$ cat src/tfw_pkg.sv
// Package with the constants and types of the tape frame and word datapath
package tfw_pkg;
  // ==========================================================
  // Register map (byte addresses, one aligned word each)
  localparam logic [3:0]  REG_CTRL   = 4'h0;
  localparam logic [3:0]  REG_STATUS = 4'h4;
  localparam logic [3:0]  REG_TOGGLE = 4'h8;
  localparam logic [3:0]  REG_FRAMES = 4'hc;
  // ==========================================================
  // Control fields
  localparam int CTRL_MODE_LO = 0;
  localparam int CTRL_REVERSE = 2;
  localparam int CTRL_MINUS1  = 3;
  localparam int CTRL_START   = 4;
  localparam logic [1:0] MODE_IDLE  = 2'h0;
  localparam logic [1:0] MODE_READ  = 2'h1;
  localparam logic [1:0] MODE_WRITE = 2'h2;
  // ==========================================================
  // Status fields
  localparam int ST_CHAR_ERR = 0;
  localparam int ST_CHAN_ERR = 1;
  localparam int ST_ERR_FLAG = 2;
  localparam int ST_OVERRUN  = 3;
  localparam int ST_UNDERRUN = 4;
  localparam int ST_BUSY     = 5;
  // ==========================================================
  // Frame and block geometry
  localparam int FRAME_BITS   = 14;
  localparam int STAGE_BITS   = 12;
  localparam int WORD_BITS    = 48;
  localparam int HALF_BITS    = 24;
  localparam logic [9:0] BLOCK_FRAMES = 10'h200;
  localparam logic [7:0] BLOCK_WORDS  = 8'h80;
  localparam logic [1:0] LAST_SLOT    = 2'h3;
  localparam logic [2:0] FRAMES_PER_WORD = 3'h4;
  // ==========================================================
  // Timing
  localparam int CLK_PERIOD_NS = 10;
  localparam int FRAME_TIME_NS = 22000;
  localparam int FRAME_CYCLES  = FRAME_TIME_NS / CLK_PERIOD_NS;
  localparam logic [11:0] FRAME_LAST = 12'(FRAME_CYCLES - 1);
  // Write block phases
  typedef enum logic [1:0] {W_IDLE, W_DUMMY, W_DATA, W_CHPAR} tfw_phase_t;
endpackage

$ cat src/tfw_datapath.sv
// Tape frame to word datapath of one tape access unit, with Avalon-MM register slave
// ==========================================================
//
// Decided for this implementation: the Avalon-MM slave port and the register addresses.
`timescale 1ns/1ps
module tfw_datapath (
  input  wire logic        ref_clk,
  input  wire logic        reset,
  input  wire logic [3:0]  avs_address,
  input  wire logic        avs_read,
  input  wire logic        avs_write,
  input  wire logic [31:0] avs_writedata,
  output logic      [31:0] avs_readdata,
  output logic             avs_waitrequest,
  input  wire logic [13:0] head_bits,
  input  wire logic        sprocket_even,
  input  wire logic        sprocket_odd,
  output logic [13:0]      write_head_current,
  output logic             read_path_en,
  output logic             write_path_en,
  output logic [47:0]      host_io_word,
  output logic             xfer_req,
  input  wire logic        xfer_grant,
  input  wire logic [47:0] host_io_in,
  output logic             fetch_req,
  input  wire logic        fetch_grant
);
  // ==========================================================
  // State
  typedef struct packed {
    logic [13:0]        frame_capture_buffer;
    logic [47:0]        word_assembly_shifter;
    logic [47:0]        word_holding_register;
    logic [13:0]        toggles;
    logic [1:0]         cnt_even;
    logic [1:0]         cnt_odd;
    logic               full_even;
    logic               full_odd;
    logic               word_err;
    logic               error_flag_bit;
    logic               char_err;
    logic               overrun;
    logic               underrun;
    logic [1:0]         mode;
    logic               reverse;
    logic               minus_one;
    tfw_pkg::tfw_phase_t phase;
    logic [9:0]         frame_cnt;
    logic [11:0]        tick_cnt;
    logic [2:0]         slots;
    logic               wbr_valid;
    logic [7:0]         words_fetched;
    logic               fetch_req;
    logic               xfer_req;
    logic [47:0]        host_io_word;
    logic               wait_rq;
    logic [31:0]        readdata;
    logic               rd_en;
    logic               wr_en;
  } tfw_state_t;

  tfw_state_t st;
  tfw_state_t next_st;

  // ==========================================================
  // Helpers
  // Gather one character half: slot k of a half is 6 bits of stage k
  function automatic logic [23:0] get_half(input logic [47:0] w, input logic odd);
    logic [23:0] h;
    h = '0;
    for (int k = 0; k < 4; k++) begin
      h[6*k +: 6] = w[12*k + (odd ? 6 : 0) +: 6];
    end
    return h;
  endfunction

  function automatic logic [47:0] put_half(input logic [47:0] w, input logic odd, input logic [23:0] h);
    logic [47:0] r;
    r = w;
    for (int k = 0; k < 4; k++) begin
      r[12*k + (odd ? 6 : 0) +: 6] = h[6*k +: 6];
    end
    return r;
  endfunction

  // Odd parity: parity bit sits above the six data bits of each character
  function automatic logic [13:0] enc_frame(input logic [11:0] d);
    return {~^d[11:6], d[11:6], ~^d[5:0], d[5:0]};
  endfunction

  function automatic logic par_ok(input logic [6:0] c);
    return ^c;
  endfunction

  wire        bus_ack  = (avs_read || avs_write) && !st.wait_rq;
  wire        tick     = (st.tick_cnt == tfw_pkg::FRAME_LAST);
  wire        chan_err = (st.mode == tfw_pkg::MODE_READ) && (|st.toggles);

  // ==========================================================
  // Next state
  always_comb begin
    logic [23:0] h;
    logic [6:0]  ch;
    logic        odd;
    logic        spr;
    logic [1:0]  cnt;
    logic [31:0] sts;
    next_st = st;
    h = '0;
    ch = '0;
    odd = 1'b0;
    spr = 1'b0;
    cnt = '0;
    sts = {26'h0, st.phase != tfw_pkg::W_IDLE, st.underrun, st.overrun,
           st.error_flag_bit, chan_err, st.char_err};

    // Bus slave: one wait cycle per access, write lands on the ack edge
    next_st.wait_rq = !((avs_read || avs_write) && st.wait_rq);
    if ((avs_read || avs_write) && st.wait_rq) begin
      case (avs_address)
        tfw_pkg::REG_CTRL:   next_st.readdata = {27'h0, 1'b0, st.minus_one, st.reverse, st.mode};
        tfw_pkg::REG_STATUS: next_st.readdata = sts;
        tfw_pkg::REG_TOGGLE: next_st.readdata = {18'h0, st.toggles};
        tfw_pkg::REG_FRAMES: next_st.readdata = {22'h0, st.frame_cnt};
        default:             next_st.readdata = 32'h0;
      endcase
    end

    // Write one to clear, applied before the events so that a same-cycle set wins
    if (avs_write && bus_ack && avs_address == tfw_pkg::REG_STATUS) begin
      next_st.char_err       = st.char_err & ~avs_writedata[tfw_pkg::ST_CHAR_ERR];
      next_st.error_flag_bit = st.error_flag_bit & ~avs_writedata[tfw_pkg::ST_ERR_FLAG];
      next_st.overrun        = st.overrun & ~avs_writedata[tfw_pkg::ST_OVERRUN];
      next_st.underrun       = st.underrun & ~avs_writedata[tfw_pkg::ST_UNDERRUN];
    end

    // Frame buffer picks up head bits while the read path is enabled
    if (st.mode != tfw_pkg::MODE_IDLE) begin
      next_st.frame_capture_buffer = st.frame_capture_buffer | head_bits;
    end

    // Host grant frees the holding register
    if (st.xfer_req && xfer_grant) begin
      next_st.xfer_req  = 1'b0;
      next_st.full_even = 1'b0;
      next_st.full_odd  = 1'b0;
      next_st.word_holding_register = '0;
    end

    // Character sprockets, each half on its own
    for (int i = 0; i < 2; i++) begin
      odd = (i == 1);
      spr = odd ? sprocket_odd : sprocket_even;
      if (spr && st.mode != tfw_pkg::MODE_IDLE) begin
        ch = odd ? st.frame_capture_buffer[13:7] : st.frame_capture_buffer[6:0];
        if (!par_ok(ch)) begin
          next_st.char_err = 1'b1;
          next_st.word_err = 1'b1;
        end
        if (st.mode == tfw_pkg::MODE_READ) begin
          // Parity bit stays behind; the toggles see the whole character
          if (odd) begin
            next_st.toggles[13:7] = next_st.toggles[13:7] ^ ch;
          end else begin
            next_st.toggles[6:0] = next_st.toggles[6:0] ^ ch;
          end
          h = get_half(next_st.word_assembly_shifter, odd);
          if (st.reverse) begin
            h = {ch[5:0], h[23:6]};
          end else begin
            h = {h[17:0], ch[5:0]};
          end
          cnt = odd ? st.cnt_odd : st.cnt_even;
          if (cnt == tfw_pkg::LAST_SLOT) begin
            // Word half complete: hand it over and free the shifter half at once
            if (odd ? next_st.full_odd : next_st.full_even) begin
              next_st.overrun = 1'b1;
            end else if (!st.minus_one) begin
              next_st.word_holding_register = put_half(next_st.word_holding_register, odd, h);
            end
            if (odd) begin
              next_st.full_odd = 1'b1;
            end else begin
              next_st.full_even = 1'b1;
            end
            h = '0;
          end
          next_st.word_assembly_shifter = put_half(next_st.word_assembly_shifter, odd, h);
          if (odd) begin
            next_st.cnt_odd = cnt + 2'h1;
          end else begin
            next_st.cnt_even = cnt + 2'h1;
          end
        end
        // Section cleared; bits arriving in this cycle are dropped
        if (odd) begin
          next_st.frame_capture_buffer[13:7] = 7'h0;
        end else begin
          next_st.frame_capture_buffer[6:0] = 7'h0;
        end
      end
    end

    // Both halves held: raise the request
    if (next_st.full_even && next_st.full_odd && !next_st.xfer_req) begin
      next_st.xfer_req = 1'b1;
      if (st.minus_one) begin
        if (next_st.word_err) begin
          next_st.error_flag_bit = 1'b1;
        end
        next_st.host_io_word = {47'h0, next_st.word_err};
      end else begin
        next_st.host_io_word = next_st.word_holding_register;
      end
      next_st.word_err = 1'b0;
    end

    // Write block: fetch words, load the shifter, write frames on the cadence
    if (st.phase != tfw_pkg::W_IDLE) begin
      next_st.tick_cnt = tick ? 12'h0 : st.tick_cnt + 12'h1;
    end
    if (st.fetch_req && fetch_grant) begin
      next_st.fetch_req = 1'b0;
      next_st.word_holding_register = host_io_in;
      next_st.wbr_valid = 1'b1;
      next_st.words_fetched = st.words_fetched + 8'h1;
    end else if (!st.wbr_valid && !st.fetch_req && st.words_fetched != tfw_pkg::BLOCK_WORDS &&
                 (st.phase == tfw_pkg::W_DUMMY || st.phase == tfw_pkg::W_DATA)) begin
      next_st.fetch_req = 1'b1;
    end
    if (st.phase == tfw_pkg::W_DATA && st.slots == 3'h0 && st.wbr_valid && !tick) begin
      next_st.word_assembly_shifter = st.word_holding_register;
      next_st.wbr_valid = 1'b0;
      next_st.slots = tfw_pkg::FRAMES_PER_WORD;
    end
    if (tick) begin
      case (st.phase)
        tfw_pkg::W_DUMMY: begin
          next_st.toggles = st.toggles ^ enc_frame(12'h0);
          next_st.phase = tfw_pkg::W_DATA;
        end
        tfw_pkg::W_DATA: begin
          if (st.slots == 3'h0) begin
            next_st.underrun = 1'b1;
            next_st.toggles = st.toggles ^ enc_frame(12'h0);
          end else begin
            next_st.toggles = st.toggles ^ enc_frame(st.word_assembly_shifter[47:36]);
            next_st.word_assembly_shifter = {st.word_assembly_shifter[35:0], 12'h0};
            next_st.slots = st.slots - 3'h1;
          end
          next_st.frame_cnt = st.frame_cnt + 10'h1;
          if (st.frame_cnt + 10'h1 == tfw_pkg::BLOCK_FRAMES) begin
            next_st.phase = tfw_pkg::W_CHPAR;
          end
        end
        tfw_pkg::W_CHPAR: begin
          // Clearing flips every odd channel: that is the channel parity frame
          next_st.toggles = 14'h0;
          next_st.phase = tfw_pkg::W_IDLE;
        end
        default: begin
          next_st.phase = tfw_pkg::W_IDLE;
        end
      endcase
    end

    // Register writes
    if (avs_write && bus_ack) begin
      if (avs_address == tfw_pkg::REG_CTRL) begin
        next_st.mode      = avs_writedata[tfw_pkg::CTRL_MODE_LO +: 2];
        next_st.reverse   = avs_writedata[tfw_pkg::CTRL_REVERSE];
        next_st.minus_one = avs_writedata[tfw_pkg::CTRL_MINUS1];
        if (avs_writedata[tfw_pkg::CTRL_START]) begin
          next_st.toggles = 14'h0;
          next_st.frame_capture_buffer = 14'h0;
          next_st.word_assembly_shifter = 48'h0;
          next_st.word_holding_register = 48'h0;
          next_st.cnt_even = 2'h0;
          next_st.cnt_odd = 2'h0;
          next_st.full_even = 1'b0;
          next_st.full_odd = 1'b0;
          next_st.xfer_req = 1'b0;
          next_st.fetch_req = 1'b0;
          next_st.wbr_valid = 1'b0;
          next_st.word_err = 1'b0;
          next_st.slots = 3'h0;
          next_st.frame_cnt = 10'h0;
          next_st.tick_cnt = 12'h0;
          next_st.words_fetched = 8'h0;
          next_st.phase = (avs_writedata[tfw_pkg::CTRL_MODE_LO +: 2] == tfw_pkg::MODE_WRITE) ?
                          tfw_pkg::W_DUMMY : tfw_pkg::W_IDLE;
        end
      end
    end
    // Path enables follow the mode from flip-flops of their own
    next_st.rd_en = (next_st.mode != tfw_pkg::MODE_IDLE);
    next_st.wr_en = (next_st.mode == tfw_pkg::MODE_WRITE);
  end

  // ==========================================================
  // Registers
  always_ff @(posedge ref_clk) begin
    if (reset) begin
      st <= '0;
      st.wait_rq <= 1'b1;
    end else begin
      st <= next_st;
    end
  end

  assign avs_readdata       = st.readdata;
  assign avs_waitrequest    = st.wait_rq;
  assign write_head_current = st.toggles;
  assign read_path_en       = st.rd_en;
  assign write_path_en      = st.wr_en;
  assign host_io_word       = st.host_io_word;
  assign xfer_req           = st.xfer_req;
  assign fetch_req          = st.fetch_req;
endmodule

$ cat config.mk
export PLATFORM = sky130hd
export DESIGN_NAME = tfw_datapath
export DESIGN_NICKNAME = d
export VERILOG_FILES = /design/src/tfw_pkg.sv /design/src/tfw_datapath.sv
export SDC_FILE = /design/constraint.sdc
export NUM_CORES = 1
export LEC_CHECK = 0
export BUFFER_PORTS_ARGS = -buffer_cell sky130_fd_sc_hd__buf_2
export CORE_UTILIZATION = 57
export CTS_CLUSTER_SIZE = 16
export DETAILED_ROUTE_END_ITERATION = 6
export GPL_TIMING_DRIVEN = 0
export PLACE_DENSITY = 0.8
export SLEW_MARGIN = 10
export SYNTH_ARGS = -nofsm -noshare
export SYNTH_HDL_FRONTEND = slang
export SYNTH_SLANG_ARGS = --single-unit
$ cat constraint.sdc
create_clock -name ref_clk -period 3 [get_ports ref_clk]
set_input_delay 0.45 -clock ref_clk [delete_from_list [all_inputs] [get_ports ref_clk]]
set_output_delay 0.45 -clock ref_clk [all_outputs]
set_load 0.01 [all_outputs]
==> results of run 1 <==
## path summary, 6_finish.rpt
check                                  end                          start  slack (ns)
max reg2reg  host_io_word[32]$_SDFFE_PP0P_             st[132]$_SDFF_PP0_        0.11
min                     st[150]$_SDFF_PP0_                  host_io_in[0]        0.16
max          host_io_word[32]$_SDFFE_PP0P_             st[132]$_SDFF_PP0_        0.11
min reg2reg  host_io_word[43]$_SDFFE_PP0P_  host_io_word[43]$_SDFFE_PP0P_        0.45
## sequential cells by signal, indices dropped and copies added, names as in the netlist, 14 cells and up
register and cells:
host_io_word 48, avs_readdata 14, st 161, write_head_current 14
## power by group
| group | internal, mW | switching (mW) |
|---|---|---|
| Sequential | 3.22 | 0.00558 |
| Clock | 2.04 | 1.33 |
| Combinational | 0.0787 | 0.158 |
## critical path, cell delays in order, from the launching register on
cell and delay [ns]:
dfxtp_1 0.38, ha_1 0.36, nand4b_1 0.34, a211oi_4 0.34, buf_12 0.17, buf_2 0.26, mux2_1 0.45, or3_1 0.36
a21oi_1 0.15
## placed cells by master, fill, tap and decap left out, types with 11 or more instances in the layout
cell	count
dfxtp_1	242
nand2_1	225
buf_2	180
nor2_1	143
a21oi_1	115
clkbuf_1	95
buf_4	94
a211oi_1	60
mux2i_1	53
or3_1	52
o311ai_0	47
xnor2_1	46
o211ai_1	38
nor4_1	27
clkbuf_16	27
xor2_1	25
a31oi_1	24
mux2_1	20
conb_1	18
nor3_1	17
o21ai_0	17
inv_1	15
nand3_1	14
a22oi_1	14
a221oi_1	13
mux2_2	12
ha_1	11
## metrics by stage
step	cells	hold WS (ns)	setup WS (ns)	area (sq um)	TNS (ns)
2_1_floorplan	1548	0.432	0.703	12800	0
3_3_place_gp	1985	0.442	-0.104	14000	-0.975
3_5_place_dp	1985	0.445	-0.125	14000	-0.970
4_1_cts	2031	0.150	0.0543	14900	0
5_1_grt	2032	0.170	0.0203	14900	0
6_report	2032	0.161	0.112	14900	0
## final cells by class
class	count	area [sq um]	area share, %
Inverter	15	56.3	0.379
Buffer	222	1270	8.53
Clock inverter	8	118	0.791
Timing Repair Buffer	158	806	5.42
Tap cell	280	350	2.36
Clock buffer	38	777	5.22
Multi-Input combinational cell	1069	6660	44.7
Sequential cell	242	4840	32.6
## per-layer routing
layer  vias up  routed length [microns]  global-route usage, %
met5         -                        0                      0
met4         0                     2610                   20.9
met3       157                     4050                   6.41
met2       708                    19100                   59.4
met1      5735                    17200                   47.3
li1       5745                        -                      -
## cell families after synthesis
| kind of cell | share of synthesized area (%) |
|---|---|
| other cells | 0.0294 |
| buf+inv | 10.4 |
| flops | 38.0 |
| compound gates | 18.6 |
| simple gates | 18.8 |
| xor+xnor | 5.58 |
| fa+ha+maj | 1.08 |
| mux | 7.51 |
## what timing repair did
action                                  CTS  global route
buffers inserted                          0             1
gates resized for setup                   1             0
endpoints found under the setup margin   20            12
pin swaps                                 1             1
==> results by group, run 1 <==
Status
  • Run status: complete, no violations

Place
  • IO buf count: around 160
  • Routability cong.: 0.979
  • Dpl hpwl: approximately 32000 microns

Power
  • Overall power: slightly below 7 mW
  • Max IR drop VDD: ~0.00031 V
  • PwrDens: 459 nW/um^2
  • Leak: roughly 5.4 nW

Worst hold path
  • Hold crit path type: input port to flop
  • Hold Path Depth: 3

Clock network
  • # clock sinks: approximately 240
  • TritonCTS clock tree: yes
  • CTS H-tree lvls: 1
  • Hold buffer count at cts: 0
  • Root buf cell: clkbuf_16
  • Clock Latency Late Sink: approximately 0.54 ns
  • Worst-path clk slew: 0.06 ns
  • TritonCTS buffer count: 27
  • Clk buf depth: 3

Synth
  • Cell count after synthesis: about 1.5k
  • Yosys reg bits: approximately 240
  • Synth top area share: 38.0%
  • Synth warnings: 0
  • Cell Area, Synth: between 10000 and 15000 sq um
  • Syn Area/Cell: approximately 8.3 sq um
  • Yosys cell types: 67
  • Number of flops mapped to enable cells by yosys: 0
  • Top post-synthesis cells by area: dfxtp_1 (38%), nand2_1 (6.6%), buf_4 (5.5%)
  • Sequential area share after synthesis: a little under two fifths
  • Synth Flop Type: dfxtp_1
  • Asr flop ratio synth: 0%
  • Leading area contributor after synthesis: dfxtp_1
  • Post-synth top cells: dfxtp_1 (242), nand2_1 (225), nor2_1 (143)
  • Count leader, synth: dfxtp_1

Setup path
  • Crit path DAT: 3.34 ns
  • Startpoint types: flop
  • Crit-path max FO: 10
  • Critical Path End Type: flop
  • CP Data Required Time: about 3.5 ns
  • Path type of the worst setup path: flop to flop
  • Reg2reg path depth: 8

GRT
  • Pin count of the biggest net entering global routing: 13
  • Vias in the first global route: 11.4k
  • First-pass GRT wire length: 64500 microns
  • Tot GR Track Use: 37.1%
  • Initial antenna violation count: 0
  • GR Overflow Total: 0

Routing
  • Iteration-0 DRC Markers: approximately 1.2k
  • Final wirelength: 42900 microns
  • Antenna Nets Post-Route: 0
  • WL/cell: around 21 microns
  • Via count: ~12k
  • Drt pass-1 iters: 5
  • Vias per cell: 6.08
  • DRC Markers: 0

Flow run
  • Max cap viols: 0

Finish
  • Layout cells sized above 1: roughly a fifth
  • # diodes: 0
  • Layout area overhead: 16.6%
  • Filler Cell Count: between 1.5k and 2k
  • Nets: ~1.9k
  • Post-Route Utilization: 68.0%

Timing
  • Min Tclk post-route: just under 3 ns
  • Fin. Hold Viols: 0
  • Max Slew Vio Count: 0
  • Crit share post-route: 96.3%
  • Final Setup Violations: 0
  • Clk_skew: around 0.016 ns
  • Worst slew margin: approximately two fifths
  • FMAX: between 0.3 and 0.4 GHz
  • Measured slew at the worst slew-check pin: 0.909 ns
  • RSZ-0062 raised after global routing: false

Floorplanning
  • Core Rows: 54
  • Die height: 152 microns
  • Full die area: roughly 23000 sq um
  • Die Width: around 150 microns
  • Number of I/O pins: roughly 210
  • Core Footprint: around 22000 sq um
  • Initial core utilization: 58.3%
Note: power is estimated with default switching activity, not from simulation.
==> inputs of run 2 (changes only) <==
CORE_UTILIZATION = 40   (was 57)
PLACE_DENSITY = not set   (was 0.8)
==> run 2 against run 1 <==
Utilization decreased by 20 points. Die area up 42%. Sequential power about the same. Largest cell class unchanged. Critical path depth rose by 1. Final cell count up 6.4%. Worst setup slack lost 0.0082 ns. Clock power increased by 6.2%. Sequential share of layout area down 0.49 points.
==> results by group, run 2 (synthesized netlist as in run 1, its figures left out) <==
Status
  • Run status: complete, no violations

Setup path
  • Crit path DAT: 3.30 ns (-0.04 ns)
  • Crit-path max FO: 10 (unchanged)
  • Path type of the worst setup path: flop to flop
  • Startpoint types: flop
  • Critical Path End Type: flop
  • CP Data Required Time: 3.40 ns (-0.05 ns)
  • FF-to-FF setup slack: 0.10 ns (about the same)

Timing
  • Fin. Hold Viols: 0 (unchanged)
  • Final Setup Violations: 0 (unchanged)
  • Min Tclk post-route: 2.90 ns (+0.00822 ns)
  • Worst slew margin: 33.0% (-6.5 points)
  • Final setup TNS: 0 ns (unchanged)
  • Max Slew Vio Count: 0 (unchanged)
  • RSZ-0062 raised after global routing: false
  • FMAX: 0.345 GHz (-0.28%)
  • Crit share post-route: 96.5% (+0.27 points)
  • Measured slew at the worst slew-check pin: 1.01 ns (+0.0968 ns)
  • Hold slack: 0.138 ns (-0.0233 ns)
  • Clk_skew: 0.0128 ns (-0.00372 ns)

Floorplanning
  • Initial core utilization: 40.5% (-18 points)
  • Core Rows: 65 (+20%)
  • Core Footprint: 31500 sq um (+44%)
  • Die height: 181 microns (+19%)
  • Die Width: 181 microns (+19%)
  • Number of I/O pins: 205 (unchanged)
  • Full die area: 32600 sq um (+42%)

Worst hold path
  • Hold crit path type: input port to flop

Clock network
  • # clock sinks: 242 (unchanged)
  • Clk buf depth: 3 (unchanged)
  • Hold buffer count at cts: 0 (unchanged)
  • Worst-path clk slew: 0.06 ns (about the same)
  • Clock Latency Late Sink: 0.55 ns (about the same)
  • Root buf cell: clkbuf_16
  • TritonCTS buffer count: 29 (+7.4%)
  • TritonCTS clock tree: yes
  • CTS H-tree lvls: 1 (unchanged)

Routing
  • Iteration-0 DRC Markers: 896 (-25%)
  • Vias per cell: 5.54 (-8.9%)
  • Drt pass-1 iters: 5 (unchanged)
  • Final wirelength: 45600 microns (+6.2%)
  • DRC Markers: 0 (unchanged)
  • Via count: 12.0k (-3.1%)
  • WL/cell: 21.1 microns (-0.19%)
  • Antenna Nets Post-Route: 0 (unchanged)

Place
  • Area after DPL: 14100 sq um (+1.1%)
  • Dpl hpwl: 34300 microns (+6.9%)
  • Routability cong.: 0.952 (-2.8%)
  • DP Cell Count: 2107 (+6.1%)
  • IO buf count: 157 (unchanged)

GRT
  • First-pass GRT wire length: 68900 microns (+6.8%)
  • Vias in the first global route: 11.4k (-0.76%)
  • GR Overflow Total: 0 (unchanged)
  • Tot GR Track Use: 27.4% (-9.7 points)
  • Pin count of the biggest net entering global routing: 14 (+1)
  • Initial antenna violation count: 2 (+2)

Finish
  • Most common cell after layout, fill and taps aside: dfxtp_1
  • Layout cells sized above 1: 20.0% (+0.21 points)
  • Layout area overhead: 18.4%
  • Largest Register: st
  • Fin cells: 2162 (+6.4%)
  • Most frequent cells in the layout: dfxtp_1 (242), nand2_1 (225), buf_2 (180)
  • Nets: 1856 (+0.22%)
  • Largest register FFs: 161 (unchanged)
  • Filler Cell Count: 3202 (+74%)
  • Final instance area: 15100 sq um (+1.5%)

Power
  • Leak: 5.45 nW (+0.80%)
  • PwrDens: 466 nW/um^2 (+1.5%)
  • Max IR drop VDD: 0.000469 V (+50%)
  • Overall power: 7.04 mW (+3.1%)

Flow run
  • Max cap viols: 0 (unchanged)
run 2: cell types whose count changed in the layout (fill, tap and decap cells not counted):
cell / previous run / this run
clkinvlp_4: 1 / 0
clkbuf_16: 27 / 29
buf_12: 1 / 0
diode_2: 0 / 1
buf_4: 94 / 97
bufinv_16: 3 / 2
clkinv_2: 4 / 3
clkbuf_1: 95 / 97
clkbuf_8: 6 / 10
run 2: cell type report:
cell class	count	area, sq um	area share [%]
multi-input cells	1069	6660	44.1
flip-flops and latches	242	4840	32.1
plain buffers	222	1270	8.40
clock buffers	46	890	5.89
repair buffers	160	808	5.35
well taps	402	503	3.33
clock inverters	5	75.1	0.497
inverters	15	56.3	0.373
diodes	1	2.50	0.0166
run 2: report_power, final:
group          total (mW)  internal, mW  leakage (nW)  switching [mW]
registers            3.22          3.22          1.95         0.00563
logic               0.238        0.0787          3.02           0.159
clock network        3.58          2.18         0.478            1.40
total                7.04          5.48          5.45            1.57
run 2: final timing paths:
path | to | cells past startpoint | from
worst max register to register | host_io_word[40]$_SDFFE_PP0P_ | 9 | st[134]$_SDFF_PP0_
worst min register to register | host_io_word[33]$_SDFFE_PP0P_ | 2 | host_io_word[33]$_SDFFE_PP0P_
worst min-delay path | st[256]$_SDFF_PP0_ | 3 | head_bits[10]
worst max-delay path | host_io_word[40]$_SDFFE_PP0P_ | 9 | st[134]$_SDFF_PP0_
run 2: what timing repair did:
action | CTS | global route
setup endpoints to repair | 25 | 6
hold endpoints to repair | 0 | 0
gates cloned | 0 | 0
pin swaps | 1 | 1
gates resized for setup | 1 | 0
buffers inserted | 1 | 2
run 2: through the flow:
stage               setup slack, ns  utilization, %
global route                 0.0241            48.0
global placement             -0.210            44.8
finish                        0.104            48.0
floorplan                     0.703               -
detailed placement           -0.240            44.8
CTS                          0.0809            47.9
run 2: metal layers:
metal | track usage (%) | routed length [microns] | vias to the layer above
li1 | - | - | 5761
met1 | 38.2 | 21000 | 5618
met2 | 43.3 | 20200 | 508
met3 | 3.92 | 3190 | 81
met4 | 8.96 | 1260 | 0
met5 | 0 | 0 | -
run 2: critical path, stage by stage (launching register included):
cell,delay [ns]
dfxtp_1,0.35
ha_1,0.15
clkbuf_2,0.21
nand4b_1,0.43
or3_1,0.49
buf_2,0.16
buf_2,0.20
a31oi_1,0.50
or3_1,0.19
a21oi_1,0.06
==> inputs of run 3 (changes only) <==
CORE_UTILIZATION = 55   (was 40)
PLACE_DENSITY = 0.78   (was not set)
==> run 3 against run 2 <==
Clock power shrank 7.5%. Via count grew 1.9%. Non-clock buffer count shrank 1. Largest power group unchanged.
==> results by group, run 3 (synthesized netlist as in run 1, its figures left out) <==
Status
  • Run status: complete, no violations

Timing
  • Max Slew Vio Count: 0 (unchanged)
  • RSZ-0062 raised after global routing: false
  • Final setup TNS: 0 ns (unchanged)
  • Min Tclk post-route: 2.85 ns (-0.0464 ns)
  • Worst slew margin: 40.4% (+7.4 points)
  • FMAX: 0.351 GHz (+1.6%)
  • Measured slew at the worst slew-check pin: 0.895 ns (-0.111 ns)
  • Final Setup Violations: 0 (unchanged)
  • Clk_skew: 0.0331 ns (+0.0203 ns)
  • Fin. Hold Viols: 0 (unchanged)
  • Crit share post-route: 95.0% (-1.5 points)

Finish
  • Most frequent cells in the layout: dfxtp_1 (242), nand2_1 (225), buf_2 (180)
  • Fin cells: 2039 (-5.7%)
  • Most common cell after layout, fill and taps aside: dfxtp_1
  • Nets: 1852 (-0.22%)
  • Layout area overhead: 16.6%
  • Filler Cell Count: 1931 (-40%)
  • Layout cells sized above 1: 20.0% (about the same)
  • Largest Register: st
  • Final instance area: 14900 sq um (-1.6%)
  • Largest register FFs: 161 (unchanged)
  • # diodes: 0 (-1)

Routing
  • Final wirelength: 42800 microns (-6.2%)
  • Antenna Nets Post-Route: 0 (unchanged)
  • Via count: 12.2k (+1.9%)
  • Drt pass-1 iters: 5 (unchanged)
  • DR WL met3: 3490 microns (+9.6%)
  • WL met2: 19400 microns (-3.9%)
  • Iteration-0 DRC Markers: 1231 (+37%)
  • WL/cell: 21.0 microns (-0.54%)
  • WL met1: 17800 microns (-15%)
  • Top sig layer: met4
  • Vias per cell: 5.98 (+8.0%)
  • DRC Markers: 0 (unchanged)

Setup path
  • Crit-path max FO: 10 (unchanged)
  • Crit path DAT: 3.30 ns (about the same)
  • Path type of the worst setup path: flop to flop
  • CP Data Required Time: 3.45 ns (+0.05 ns)
  • Startpoint types: flop
  • Critical Path End Type: flop

GRT
  • Vias in the first global route: 11.7k (+3.4%)
  • Pin count of the biggest net entering global routing: 15 (+1)
  • Tot GR Track Use: 35.5% (+8.1 points)
  • GR Overflow Total: 0 (unchanged)
  • First-pass GRT wire length: 65500 microns (-4.9%)
  • Initial antenna violation count: 0 (-2)

Floorplanning
  • Die Width: 154 microns (-15%)
  • Full die area: 23800 sq um (-27%)
  • Initial core utilization: 56.2% (+16 points)
  • Core Rows: 55 (-15%)
  • Core Footprint: 22700 sq um (-28%)
  • Die height: 154 microns (-15%)
  • Number of I/O pins: 205 (unchanged)

Clock network
  • Clk buf depth: 3 (unchanged)
  • TritonCTS buffer count: 26 (-10%)
  • CTS H-tree lvls: 1 (unchanged)
  • Root buf cell: clkbuf_16
  • TritonCTS clock tree: yes
  • # clock sinks: 242 (unchanged)
  • Clock Latency Late Sink: 0.55 ns (about the same)
  • Worst-path clk slew: 0.06 ns (about the same)

Worst hold path
  • Hold crit path type: input port to flop

Place
  • Dpl hpwl: 32200 microns (-6.3%)
  • IO buf count: 157 (unchanged)
  • Area after DPL: 14000 sq um (-1.0%)
  • Routability cong.: 0.977 (+2.6%)
  • DP Cell Count: 1990 (-5.6%)

Power
  • Leak: 5.40 nW (-0.82%)
  • PwrDens: 455 nW/um^2 (-2.4%)
  • Max IR drop VDD: 0.000387 V (-18%)
  • Overall power: 6.76 mW (-3.9%)

Flow run
  • Max cap viols: 0 (unchanged)
## run 3: area by class of cell
| class | count | area, sq um | area share, % |
|---|---|---|---|
| Inverter | 15 | 56.3 | 0.379 |
| Sequential cell | 242 | 4840 | 32.6 |
| Clock buffer | 36 | 769 | 5.18 |
| Multi-Input combinational cell | 1069 | 6660 | 44.8 |
| Clock inverter | 11 | 114 | 0.766 |
| Buffer | 222 | 1270 | 8.53 |
| Tap cell | 285 | 357 | 2.40 |
| Timing Repair Buffer | 159 | 801 | 5.39 |
## run 3: through the flow
step	hold slack, ns	setup slack (ns)	util [%]
after floorplan	0.432	0.703	-
after global placement	0.443	-0.178	61.5
after detailed placement	0.446	-0.182	61.5
after CTS	0.145	0.203	65.5
after global routing	0.164	0.0198	65.5
final	0.154	0.150	65.5
## run 3: path summary, 6_finish.rpt
kind                                               startpoint                             to  slack (ns)  depth (start not counted)
worst min-delay path                            host_io_in[0]             st[150]$_SDFF_PP0_        0.15                          3
worst max-delay path                       st[132]$_SDFF_PP0_  host_io_word[33]$_SDFFE_PP0P_        0.15                          8
worst min register to register  host_io_word[31]$_SDFFE_PP0P_  host_io_word[31]$_SDFFE_PP0P_        0.45                          2
worst max register to register             st[132]$_SDFF_PP0_  host_io_word[33]$_SDFFE_PP0P_        0.15                          8
## run 3: report_power, final
part | switching (mW) | internal, mW | leakage [nW]
Combinational | 0.155 | 0.0786 | 3.02
Sequential | 0.00525 | 3.22 | 1.95
Clock | 1.35 | 1.96 | 0.436
Total | 1.51 | 5.26 | 5.40
## run 3: critical path: stages (launching register included)
cell	delay (ns)
dfxtp_1	0.35
ha_1	0.34
nand4b_1	0.38
a211oi_4	0.27
buf_4	0.20
buf_2	0.28
mux2_1	0.43
or3_1	0.34
a21oi_1	0.17
## run 3: repair_timing
item,in CTS,in global routing
setup endpoints to repair,20,0
hold buffers,0,0
resized for setup,1,0
buffers inserted,2,0
## run 3: layer usage
layer	up-vias	GRT usage [%]
met5	-	0
met4	0	18.2
met3	119	5.52
met2	585	57.4
met1	5734	46.0
li1	5756	-
